--- src/include/fspc_pkg.sv ---
// Constants, field positions and states for the flash self-programming control block.
// Assumes a single CPU clock of 40 MHz and an active-low asynchronous reset.
package fspc_pkg;
    // ----------------------------------------
    // Register map
    // ----------------------------------------
    localparam logic [1:0] FSPC_ADDR_CTRL = 2'h0;
    localparam logic [1:0] FSPC_ADDR_STATUS = 2'h1;
    localparam logic [1:0] FSPC_ADDR_LOCK = 2'h2;
    localparam logic [7:0] FSPC_CTRL_RESET = 8'h00;
    // ----------------------------------------
    // Control field positions
    // ----------------------------------------
    localparam int FSPC_BIT_STORE_EN = 0;
    localparam int FSPC_BIT_ERASE = 1;
    localparam int FSPC_BIT_WRITE = 2;
    localparam int FSPC_BIT_LOCK = 3;
    localparam int FSPC_BIT_REEN = 4;
    localparam int FSPC_BIT_BUSY = 6;
    localparam int FSPC_BIT_IRQ_EN = 7;
    // Accepted low-five-bit patterns
    localparam logic [4:0] FSPC_PAT_REEN = 5'h11;
    localparam logic [4:0] FSPC_PAT_LOCK = 5'h09;
    localparam logic [4:0] FSPC_PAT_WRITE = 5'h05;
    localparam logic [4:0] FSPC_PAT_ERASE = 5'h03;
    localparam logic [4:0] FSPC_PAT_LOAD = 5'h01;
    // ----------------------------------------
    // Timing, reset values and load-program pointers
    // ----------------------------------------
    localparam logic [2:0] FSPC_STORE_WIN = 3'h4;
    localparam logic [2:0] FSPC_READ_WIN = 3'h3;
    localparam logic [15:0] FSPC_APP_RESET_ADDR = 16'h0000;
    localparam logic [7:0] FSPC_LOCK_RESET = 8'hff;
    localparam logic [15:0] FSPC_PTR_FUSE_LO = 16'h0000;
    localparam logic [15:0] FSPC_PTR_LOCK = 16'h0001;
    localparam logic [15:0] FSPC_PTR_FUSE_HI = 16'h0003;

    typedef enum logic [3:0] {
        FSPC_IDLE = 4'b0001,
        FSPC_WINDOW = 4'b0010,
        FSPC_BUSY = 4'b0100,
        FSPC_DONE = 4'b1000
    } fspc_state_e;
endpackage

--- src/rtl/fspc_ctrl.sv ---
// Self-programming controller: control register, enable windows, erase/write/lock sequencing.
// Assumes CPU store/load-program strobes are single-cycle and synchronous to i_clk.
module fspc_ctrl
    import fspc_pkg::*;
#(
    parameter int WORD_BITS = 6,
    parameter int PAGE_BITS = 7,
    parameter int OP_CYCLES = 16,
    parameter logic [15:0] BOOT_START_ADDR = 16'h1c00,
    parameter logic [PAGE_BITS-1:0] NO_READ_WHILE_WRITE_SECTION_FIRST_PAGE = 7'h70
) (
    input wire logic i_clk,
    input wire logic i_reset_n,
    input wire logic [1:0] i_addr,
    input wire logic [7:0] i_wdata,
    input wire logic i_wr,
    input wire logic i_rd,
    output logic [7:0] o_rdata,
    input wire logic i_store,
    input wire logic i_load_prog,
    input wire logic [15:0] i_pointer,
    input wire logic [15:0] i_data_word,
    input wire logic i_global_irq_en,
    input wire logic i_eeprom_busy,
    input wire logic i_boot_vector_fuse,
    input wire logic [7:0] i_fuse_low,
    input wire logic [7:0] i_fuse_high,
    output logic [15:0] o_reset_vector,
    output logic o_irq,
    output logic o_cpu_halt,
    output logic o_rww_blocked,
    output logic [7:0] o_lpm_data,
    output logic o_lpm_valid,
    output logic o_flash_erase,
    output logic o_flash_write,
    output logic [PAGE_BITS-1:0] o_flash_page,
    output logic [15:0] o_buf_rd_data,
    output logic o_buf_rd_valid,
    input wire logic [WORD_BITS-1:0] i_buf_rd_sel
);
    fspc_state_e state, next_state;
    logic [7:0] ctrl, next_ctrl;
    logic [2:0] win_cnt, next_win_cnt;
    logic [2:0] rd_cnt, next_rd_cnt;
    logic [15:0] op_cnt, next_op_cnt;
    logic [PAGE_BITS-1:0] page, next_page;
    logic [7:0] lock_bits, next_lock_bits;
    logic [7:0] rdata, next_rdata;
    logic [7:0] lpm_data, next_lpm_data;
    logic lpm_valid, next_lpm_valid;
    logic halt, next_halt;
    logic buf_load, buf_clear;
    logic [15:0] buf_rd_data;
    logic buf_rd_valid;
    logic [15:0] reset_vector;
    logic irq;

    // ----------------------------------------
    // Helpers
    // ----------------------------------------
    function automatic logic pattern_ok(input logic [4:0] p);
        pattern_ok = (p == FSPC_PAT_REEN) || (p == FSPC_PAT_LOCK) || (p == FSPC_PAT_WRITE)
                     || (p == FSPC_PAT_ERASE) || (p == FSPC_PAT_LOAD);
    endfunction

    function automatic logic [PAGE_BITS-1:0] page_of(input logic [15:0] ptr);
        page_of = ptr[WORD_BITS+PAGE_BITS:WORD_BITS+1];
    endfunction

    fspc_page_buffer #(
        .WORD_BITS(WORD_BITS)
    ) u_buf (
        .i_clk(i_clk),
        .i_reset_n(i_reset_n),
        .i_load(buf_load),
        .i_clear(buf_clear),
        .i_word_sel(i_pointer[WORD_BITS:1]),
        .i_data(i_data_word),
        .i_rd_sel(i_buf_rd_sel),
        .o_rd_data(buf_rd_data),
        .o_rd_valid(buf_rd_valid)
    );

    // ----------------------------------------
    // Sequencer
    // ----------------------------------------
    always_comb begin
        next_state = state;
        next_ctrl = ctrl;
        next_win_cnt = win_cnt;
        next_rd_cnt = rd_cnt;
        next_op_cnt = op_cnt;
        next_page = page;
        next_lock_bits = lock_bits;
        next_halt = halt;
        next_lpm_valid = 1'b0;
        next_lpm_data = lpm_data;
        buf_load = 1'b0;
        buf_clear = 1'b0;
        case (state)
            FSPC_IDLE: begin
                if (i_wr && i_addr == FSPC_ADDR_CTRL) begin
                    next_ctrl[FSPC_BIT_IRQ_EN] = i_wdata[FSPC_BIT_IRQ_EN];
                    // EEPROM write blocks opening a window
                    if (pattern_ok(i_wdata[4:0]) && !i_eeprom_busy) begin
                        next_ctrl[4:0] = i_wdata[4:0];
                        next_win_cnt = FSPC_STORE_WIN;
                        next_rd_cnt = FSPC_READ_WIN;
                        next_state = FSPC_WINDOW;
                    end
                end
            end
            FSPC_WINDOW: begin
                next_win_cnt = win_cnt - 3'h1;
                if (rd_cnt != 3'h0) begin
                    next_rd_cnt = rd_cnt - 3'h1;
                end
                if (i_wr && i_addr == FSPC_ADDR_CTRL) begin
                    next_ctrl[FSPC_BIT_IRQ_EN] = i_wdata[FSPC_BIT_IRQ_EN];
                    if (i_wdata[4:0] == FSPC_PAT_REEN && ctrl[4:0] == FSPC_PAT_LOAD) begin
                        // Loading interrupted: everything loaded is dropped
                        buf_clear = 1'b1;
                        next_ctrl[4:0] = 5'h00;
                        next_state = FSPC_IDLE;
                    end
                end
                if (i_load_prog && ctrl[4:0] == FSPC_PAT_LOCK && rd_cnt != 3'h0 && !i_eeprom_busy) begin
                    next_lpm_valid = 1'b1;
                    case (i_pointer)
                        FSPC_PTR_LOCK: next_lpm_data = lock_bits;
                        FSPC_PTR_FUSE_HI: next_lpm_data = i_fuse_high;
                        default: next_lpm_data = i_fuse_low;
                    endcase
                    next_ctrl[4:0] = 5'h00;
                    next_state = FSPC_IDLE;
                end else if (i_store && !i_eeprom_busy) begin
                    next_page = page_of(i_pointer);
                    next_op_cnt = 16'(OP_CYCLES);
                    case (ctrl[4:0])
                        FSPC_PAT_LOAD: begin
                            buf_load = 1'b1;
                            next_ctrl[FSPC_BIT_BUSY] = 1'b0;
                            next_ctrl[4:0] = 5'h00;
                            next_state = FSPC_IDLE;
                        end
                        FSPC_PAT_REEN: begin
                            next_ctrl[FSPC_BIT_BUSY] = 1'b0;
                            buf_clear = 1'b1;
                            next_ctrl[4:0] = 5'h00;
                            next_state = FSPC_IDLE;
                        end
                        FSPC_PAT_LOCK: begin
                            // Bits only move toward programmed
                            next_lock_bits = lock_bits & {2'h3, i_data_word[5:2], 2'h3};
                            next_ctrl[4:0] = 5'h00;
                            next_state = FSPC_IDLE;
                        end
                        default: begin
                            if (page_of(i_pointer) >= NO_READ_WHILE_WRITE_SECTION_FIRST_PAGE) begin
                                next_halt = 1'b1;
                            end else begin
                                next_ctrl[FSPC_BIT_BUSY] = 1'b1;
                            end
                            next_state = FSPC_BUSY;
                        end
                    endcase
                end else if (win_cnt == 3'h1) begin
                    next_ctrl[4:0] = 5'h00;
                    next_state = FSPC_IDLE;
                end
            end
            FSPC_BUSY: begin
                next_op_cnt = op_cnt - 16'h0001;
                if (op_cnt == 16'h0001) begin
                    next_state = FSPC_DONE;
                end
            end
            FSPC_DONE: begin
                if (ctrl[FSPC_BIT_WRITE]) begin
                    buf_clear = 1'b1;
                end
                next_halt = 1'b0;
                next_ctrl[4:0] = 5'h00;
                next_state = FSPC_IDLE;
            end
            default: begin
                next_state = FSPC_IDLE;
            end
        endcase
    end

    // ----------------------------------------
    // Read path and outputs
    // ----------------------------------------
    always_comb begin
        next_rdata = 8'h00;
        if (i_rd) begin
            case (i_addr)
                FSPC_ADDR_CTRL: next_rdata = {ctrl[7:6], 1'b0, ctrl[4:0]};
                FSPC_ADDR_STATUS: next_rdata = {7'h00, halt};
                FSPC_ADDR_LOCK: next_rdata = lock_bits;
                default: next_rdata = 8'h00;
            endcase
        end
        // Fuse is read-only: no path lets the CPU change it
        reset_vector = i_boot_vector_fuse ? FSPC_APP_RESET_ADDR : BOOT_START_ADDR;
        irq = ctrl[FSPC_BIT_IRQ_EN] && i_global_irq_en && !ctrl[FSPC_BIT_STORE_EN];
    end

    always_ff @(posedge i_clk or negedge i_reset_n) begin
        if (!i_reset_n) begin
            state <= FSPC_IDLE;
            ctrl <= FSPC_CTRL_RESET;
            win_cnt <= 3'h0;
            rd_cnt <= 3'h0;
            op_cnt <= 16'h0000;
            page <= '0;
            lock_bits <= FSPC_LOCK_RESET;
            rdata <= 8'h00;
            lpm_data <= 8'h00;
            lpm_valid <= 1'b0;
            halt <= 1'b0;
            o_reset_vector <= FSPC_APP_RESET_ADDR;
            o_irq <= 1'b0;
            o_flash_erase <= 1'b0;
            o_flash_write <= 1'b0;
            o_buf_rd_data <= 16'h0000;
            o_buf_rd_valid <= 1'b0;
        end else begin
            state <= next_state;
            ctrl <= next_ctrl;
            win_cnt <= next_win_cnt;
            rd_cnt <= next_rd_cnt;
            op_cnt <= next_op_cnt;
            page <= next_page;
            lock_bits <= next_lock_bits;
            rdata <= next_rdata;
            lpm_data <= next_lpm_data;
            lpm_valid <= next_lpm_valid;
            halt <= next_halt;
            o_reset_vector <= reset_vector;
            o_irq <= irq;
            o_flash_erase <= (next_state == FSPC_BUSY) && next_ctrl[FSPC_BIT_ERASE];
            o_flash_write <= (next_state == FSPC_BUSY) && next_ctrl[FSPC_BIT_WRITE];
            o_buf_rd_data <= buf_rd_data;
            o_buf_rd_valid <= buf_rd_valid;
        end
    end

    assign o_rdata = rdata;
    assign o_lpm_data = lpm_data;
    assign o_lpm_valid = lpm_valid;
    assign o_cpu_halt = halt;
    assign o_rww_blocked = ctrl[FSPC_BIT_BUSY];
    assign o_flash_page = page;
endmodule

--- src/rtl/fspc_page_buffer.sv ---
// Temporary page buffer: word-addressed store with per-word valid bits.
// Assumes loads come from the controller one word at a time.
module fspc_page_buffer #(
    parameter int WORD_BITS = 6
) (
    input wire logic i_clk,
    input wire logic i_reset_n,
    input wire logic i_load,
    input wire logic i_clear,
    input wire logic [WORD_BITS-1:0] i_word_sel,
    input wire logic [15:0] i_data,
    input wire logic [WORD_BITS-1:0] i_rd_sel,
    output logic [15:0] o_rd_data,
    output logic o_rd_valid
);
    localparam int DEPTH = 1 << WORD_BITS;
    logic [15:0] mem [DEPTH];
    logic [DEPTH-1:0] valid;
    logic [DEPTH-1:0] next_valid;

    // ----------------------------------------
    // Valid tracking
    // ----------------------------------------
    always_comb begin
        next_valid = valid;
        if (i_clear) begin
            next_valid = '0;
        end else if (i_load) begin
            next_valid[i_word_sel] = 1'b1;
        end
    end

    always_ff @(posedge i_clk or negedge i_reset_n) begin
        if (!i_reset_n) begin
            valid <= '0;
        end else begin
            valid <= next_valid;
        end
    end

    // Data array has no reset; valid bits cover it
    always_ff @(posedge i_clk) begin
        if (i_load && !i_clear) begin
            mem[i_word_sel] <= i_data;
        end
    end

    assign o_rd_data = mem[i_rd_sel];
    assign o_rd_valid = valid[i_rd_sel];
endmodule

--- config.mk ---
export PLATFORM = sky130hd
export DESIGN_NAME = fspc_ctrl
export DESIGN_NICKNAME = d
export VERILOG_FILES = /design/src/include/fspc_pkg.sv /design/src/rtl/fspc_ctrl.sv /design/src/rtl/fspc_page_buffer.sv
export SDC_FILE = /design/constraint.sdc
export NUM_CORES = 1
export LEC_CHECK = 0
export ABC_CLOCK_PERIOD_IN_PS = 2850
export BUFFER_PORTS_ARGS = -buffer_cell sky130_fd_sc_hd__buf_2
export CORE_UTILIZATION = 53
export CTS_CLUSTER_SIZE = 20
export DETAILED_ROUTE_END_ITERATION = 12
export HOLD_SLACK_MARGIN = 0.03
export PLACE_DENSITY = 0.77
export SLEW_MARGIN = 20
export SYNTH_ARGS = -nofsm -noshare
export SYNTH_HDL_FRONTEND = slang
export SYNTH_SLANG_ARGS = --single-unit
--- constraint.sdc ---
create_clock -name i_clk -period 2.85 [get_ports i_clk]
set_input_delay 0.1425 -clock i_clk [delete_from_list [all_inputs] [get_ports i_clk]]
set_output_delay 0.1425 -clock i_clk [all_outputs]
set_load 0.02 [all_outputs]
After elaboration in Yosys (flattened, before gate mapping)
Memories as Yosys holds them, arrays and structs flattened. A register that Yosys moved wholly into a read port is not among the register bits.
Cells that the tools add are included.
Word-level totals
  register bits: 147
  bits in writable memories: 1024
  logic and storage cells: 161
  memories: 1
Memories
  u_buf.mem: depth 64, width 16, read ports 1, clocked after Yosys merged registers in 1, wr ports 1, line fspc_page_buffer.sv:17  | logic [15:0] mem [DEPTH];
Cells by class
  add/subtract/negate cells: 3
  $lt $le $gt $ge: 4
  equal/unequal tests: 27
  mux-type cells: 61
  bitwise operators: 4
  reduce and logical (&&, ||, !) cells: 41
Operators with widths (count)
  $mux W64: 2
  $or A64 B64 Y64: 1
  $mux W5: 8
  $eq A16 B1 Y1 const B: 2
  $mux W16: 2
  $mux W4: 8
  $pmux W16 S2: 1
  $pmux W8 S3: 1
  $mux W1: 21
  $mux W3: 6
  $eq A16 B2 Y1 const B: 1
  $ne A2 B2 Y1 const B: 8
  $pmux W8 S2: 1
  $sub A16 B1 Y16 const B: 1
  $pmux W5 S3: 1
  $lt A6 B7 Y1 const B: 2
  $logic_and A1 B1 Y1: 13
  $mux W13: 1
  $pmux W3 S2: 2
  $pmux W4 S3: 1
  $reduce_and A3 Y1: 4
  $eq A5 B1 Y1 const B: 2
  $eq A5 B4 Y1 const B: 2
  $eq A5 B5 Y1 const B: 2
  other kinds (28): 47

Longest topological paths before layout
  word-level depth: 12
  gate-level depth with buffers: 8
  gate-level depth less buffers: 7

Modules after synthesis
Synthesis repeated with hierarchy kept, for this count alone.
Unflattened totals
  cells, all modules: 2336
  area total of the unflattened synthesis: 46134.2 µm²
Modules (own cells, without submodules)
  fspc_page_buffer: times used 1, cells each 1979, area each 42308.1 µm²
  fspc_ctrl: times used 1, cells each 357, area each 3826.2 µm²

Worst setup path after synthesis
OpenSTA, ideal clock, no wires.
  kind: flip-flop to flip-flop
  start: register ctrl[1]
  end: memory u_buf.mem[57][0] (enable)
  setup time: 0.389 ns
  arrival: 2.574 ns
  path slack: -0.113 ns
  cell stages (with the launch flop): 7
  period minus slack after synthesis: 2.963 ns
  cell sequence: dfrtp_1 or3b_1 a2111oi_2 nand4_2 or3_1 buf_2 nor2_1
Between the ends
  cells in the longest elaborated chain, start to end: 12
  elaborated cells on any way between the ends: 21
  those cells by class: 3 x eq/ne; 12 x mux; 6 x reduce/logical
RTL lines
  start: declaration: line fspc_ctrl.sv:42  | logic [7:0] ctrl, next_ctrl;
  start signal: assignment: line fspc_ctrl.sv:231  | ctrl <= next_ctrl;
  $eq A5 B1 Y1: line fspc_ctrl.sv:120, fspc_ctrl.sv:139
  $logic_and A1 B1 Y1: line fspc_ctrl.sv:120  | if (i_wdata[4:0] == FSPC_PAT_REEN && ctrl[4:0] == FSPC_PAT_LOAD) begin
  $mux W1: line fspc_ctrl.sv:120
  $mux W1: line fspc_ctrl.sv:118  | if (i_wr && i_addr == FSPC_ADDR_CTRL) begin
  $mux W1: line fspc_ctrl.sv:139  | case (ctrl[4:0])
  $mux W1: line fspc_ctrl.sv:136  | end else if (i_store && !i_eeprom_busy) begin
  $mux W1: line fspc_ctrl.sv:127  | if (i_load_prog && ctrl[4:0] == FSPC_PAT_LOCK && rd_cnt != 3'h0 && !i_eeprom_busy) begin
  $pmux W1 S2: line fspc_ctrl.sv:100  | case (state)
  $logic_not A1 Y1: line fspc_page_buffer.sv:43  | if (i_load && !i_clear) begin
  $logic_and A1 B1 Y1 (*): line fspc_page_buffer.sv:43
  $mux W1 (*): line fspc_page_buffer.sv:43
  $mux W1 (implied by the code) (*): line fspc_page_buffer.sv:44  | mem[i_word_sel] <= i_data;
  end: declaration: line fspc_page_buffer.sv:17
Every way passes the cells marked *; elsewhere a longest branch is shown, timed or not.

Worst setup path in the final report
  start: register ctrl[1]
  end: memory u_buf.mem[40][13] (enable)
Same word-level chain as after synthesis.

==> impl_results.md <==
* Status: complete, no violations
* Max VDD drop at 564 µV
* Residual DRC at 0
* Die X at 295 µm
* Clk root buf: clkbuf_16
* Clock Tree Buf Depth at 3
* TritonCTS clock tree: built
* Setup WS post-layout at 90.1 ps
* Adder-cell share of the synthesized area at 0.00187
* Avg WL per Cell at 30.5 µm
* Drt total wl at 118000 µm
* Slew @ Worst Pin at 1270 ps
* Final Setup Violations at 0
* Post-synth EDFFs at 1024
* Clk slew on worst S/H paths at 60 ps
* DP HPWL at 72100 µm
* Max Slew Vio Count at 0
* CTS buffer count at 111
* Multiplexer area fraction after synthesis at 0.146
* Die height at 295 µm
* WP data required at 3210 ps
* Gate Count Post-Synth at 2252
* Largest family of logic cells by synthesized area: multiplexers
* Post-synthesis async set-or-reset flop share at 0.126
* Hold Vio Cnt, Final at 0
* Top FF cell, synth: edfxtp_1
* Largest net degree at the start of global routing at 66
* GRT Residual Overflow at 0
* Vias at 25385
* Gr usage total at 0.272
* Placer Congestion at 0.903
* Critical Path Sink Type: register
* Vias per std cell at 6.58
* TritonRoute pass-1 iters at 6
* # Max-Cap Violations at 0
* DP Worst Slack at -13.4 ps
* CP startpoint kind: register
* Simple-Gate Fraction of Synth Area at 0.0296
* Worst-path maximum fanout at 11
* Vias in the first global route at 25297
* IO Pins at 135
* Global-route wire length before repair at 170000 µm
* Final #Nets at 2696
* Sequential cell area fraction in the yosys report at 0.756
* Compound-Gate Fraction of Synth Area at 0.0500
* Layout cells sized above 1 at 0.307
* Clk Latency, worst-skew pair at 670 ps
* Min-delay worst type: primary input to register
* Syn avg cell area at 20.2 µm²
* Ys Warns at 0
* I/O Buffers at 119
* Final Skew at 20.5 ps
* Area grow syn2layout at 17.5%
* CTS Sinks at 1171
* Leakage at 18.4 nW
* DP Area at 49400 µm²
* Post-route cell area at 53600 µm²
* 1st-iter DRT viols at 3333
* Power Density at 671 nW/µm²
* Core Area at 85100 µm²
* Initial antenna violation count at 9
* Setup CP Type: register to register
* H-tree levels at 3
* Post-synthesis cell type count at 71
* Worst Reg2Reg Path Length in Cells at 7
* Slew HR at 0.147
* Post-synthesis sequential element count at 1171
* Die area at 87200 µm²
* Fin crit share at 0.968
* Initial Utilization at 0.535
* DRT antenna net count at 0
* Post-Syn Area at 45600 µm²
* Hold Crit Depth at 1
* Fin crit period at 2760 ps
* Number of placement rows at 107
* XOR/XNOR Fraction of Synth Area at 0.00154
* Worst Path Arrival at 3120 ps
* F_max at 362 MHz
-- power breakdown --
| part | leakage, nW | switching [W] | internal, W | total [W] |
|---|---|---|---|---|
| Sequential | 11.2 | 0.0000595 | 0.0187 | 0.0188 |
| Clock | 1.78 | 0.00624 | 0.00865 | 0.0149 |
| Combinational | 5.42 | 0.00144 | 0.000823 | 0.00226 |
| Total | 18.4 | 0.00773 | 0.0282 | 0.0360 |
-- through the flow --
step                utilization  instances  hold WS [ps]  power [W]  setup TNS, ps
floorplan                     -       2264          -153     0.0203         -63320
global placement          0.580       3601           103     0.0212              0
detailed placement        0.580       3601           113     0.0213           -220
CTS                       0.628       3851          36.1     0.0360          -2650
global route              0.629       3856          58.4     0.0368           -451
finish                    0.629       3857          75.6     0.0360              0
-- logic make-up after synthesis --
group,count (synthesis)
flip-flops,1171
XOR/XNOR,8
adder cells (fa/ha/maj),7
buffers and inverters,160
AND/OR/NAND/NOR,260
other,1
multiplexers,323
AO/OA/AOI/OAI,322
-- registers in the layout, summed over array words and instances, names as in the netlist --
signal and flops:
win_cnt 3, o_reset_vector 1, u_buf.valid 64, u_buf.mem 1024, state 4, ctrl 7, o_rdata 8, o_buf_rd_valid 1
o_lpm_valid 1, o_flash_write 1, lock_bits 4, o_lpm_data 8, op_cnt 16, o_flash_erase 1, o_cpu_halt 1, o_buf_rd_data 16
o_flash_page 7, o_irq 1, rd_cnt 3
-- per-layer routing --
metal / GRT usage / vias up / part of all wire
met4: 0.122 / 8 / 0.053
li1: - / 10069 / -
met1: 0.363 / 13116 / 0.36
met2: 0.434 / 1850 / 0.48
met3: 0.0584 / 342 / 0.11
met5: 0 / - / 0.00037
-- final cells by class --
class	instances	area (µm²)
clock inverter	69	716
multi-input combinational	933	10600
inverter	18	67.6
clock buffer	137	2940
antenna	3	7.51
fill	5484	31600
sequential	1171	34400
tap	1144	1430
timing repair buffer	382	3390
-- cells in the final DEF, fill, tap and decap left out, types with 25 or more instances in the layout --
master | synthesis | routed
o21ai_0 | 48 | 48
o22ai_1 | 78 | 78
edfxtp_1 | 1024 | 1024
nand2_1 | 34 | 34
a22o_1 | 75 | 75
mux2i_1 | 37 | 37
dlygate4sd3_1 | 0 | 43
nor2_2 | 1 | 25
buf_12 | 0 | 51
clkbuf_16 | 0 | 113
nor2_1 | 114 | 89
clkinv_1 | 0 | 27
mux4_2 | 272 | 272
dfrtp_1 | 142 | 142
buf_4 | 15 | 166
buf_2 | 39 | 115
a21oi_1 | 33 | 32
-- synthesized netlist by cell type (all sizes together) (3+ instances only) --
cell,count,area share
or3,13,0.0018
o21bai,10,0.0016
nand3,5,0.00055
and3,3,0.00041
o21ai,48,0.0053
dfrtp,142,0.078
o22ai,78,0.011
a211oi,23,0.0038
o31ai,3,0.00049
nor3b,3,0.00060
a22o,75,0.014
clkbuf,72,0.0059
mux2,14,0.0035
ha,6,0.0016
or3b,4,0.00077
o22a,4,0.00077
o21a,4,0.00066
nor2,115,0.0095
inv,18,0.0015
a21oi,33,0.0036
nand2,34,0.0028
a211o,4,0.00077
mux4,272,0.13
nand2b,14,0.0019
nor2b,7,0.00096
o211ai,3,0.00049
mux2i,37,0.0081
or2,9,0.0012
buf,70,0.0081
o221ai,12,0.0023
xor2,8,0.0015
nor4,9,0.0012
edfxtp,1024,0.67
and2,3,0.00041
nor4b,8,0.0017
nand4,5,0.00082
and3b,3,0.00058
or4,3,0.00049
dfstp,5,0.0029
nand3b,5,0.00082
o2111ai,6,0.0012
nor3,11,0.0015
o2bb2ai,5,0.00096
-- timing repair --
action,in CTS,in global routing
gates resized for setup,0,6
hold endpoints to repair,227,0
endpoints found under the setup margin,119,519
buffers inserted,0,2
hold buffers,44,0
-- worst max-delay path: stages (launching register included) --
cell	delay, ps
dfrtp_1	380
or3b_1	430
a2111oi_4	370
nand4b_4	260
or3_1	420
buf_12	180
nor2_1	210
buf_6	210
-- path summary, 6_finish.rpt --
check	start	endpoint	slack, ps
worst max-delay path	ctrl[1]$_DFF_PN0_	u_buf.mem[40][13]$_DFFE_PP_	90
worst min-delay path	i_data_word[6]	u_buf.mem[39][6]$_DFFE_PP_	80
worst max register to register	ctrl[1]$_DFF_PN0_	u_buf.mem[40][13]$_DFFE_PP_	90
worst min register to register	lock_bits[3]$_DFFE_PN1P_	lock_bits[3]$_DFFE_PN1P_	470
max in group asynchronous	i_reset_n	o_lpm_data[5]$_DFFE_PN0P_	1830
min in group asynchronous	i_reset_n	state[0]$_DFF_PN1_	580
Note: power is estimated with default switching activity, not from simulation.
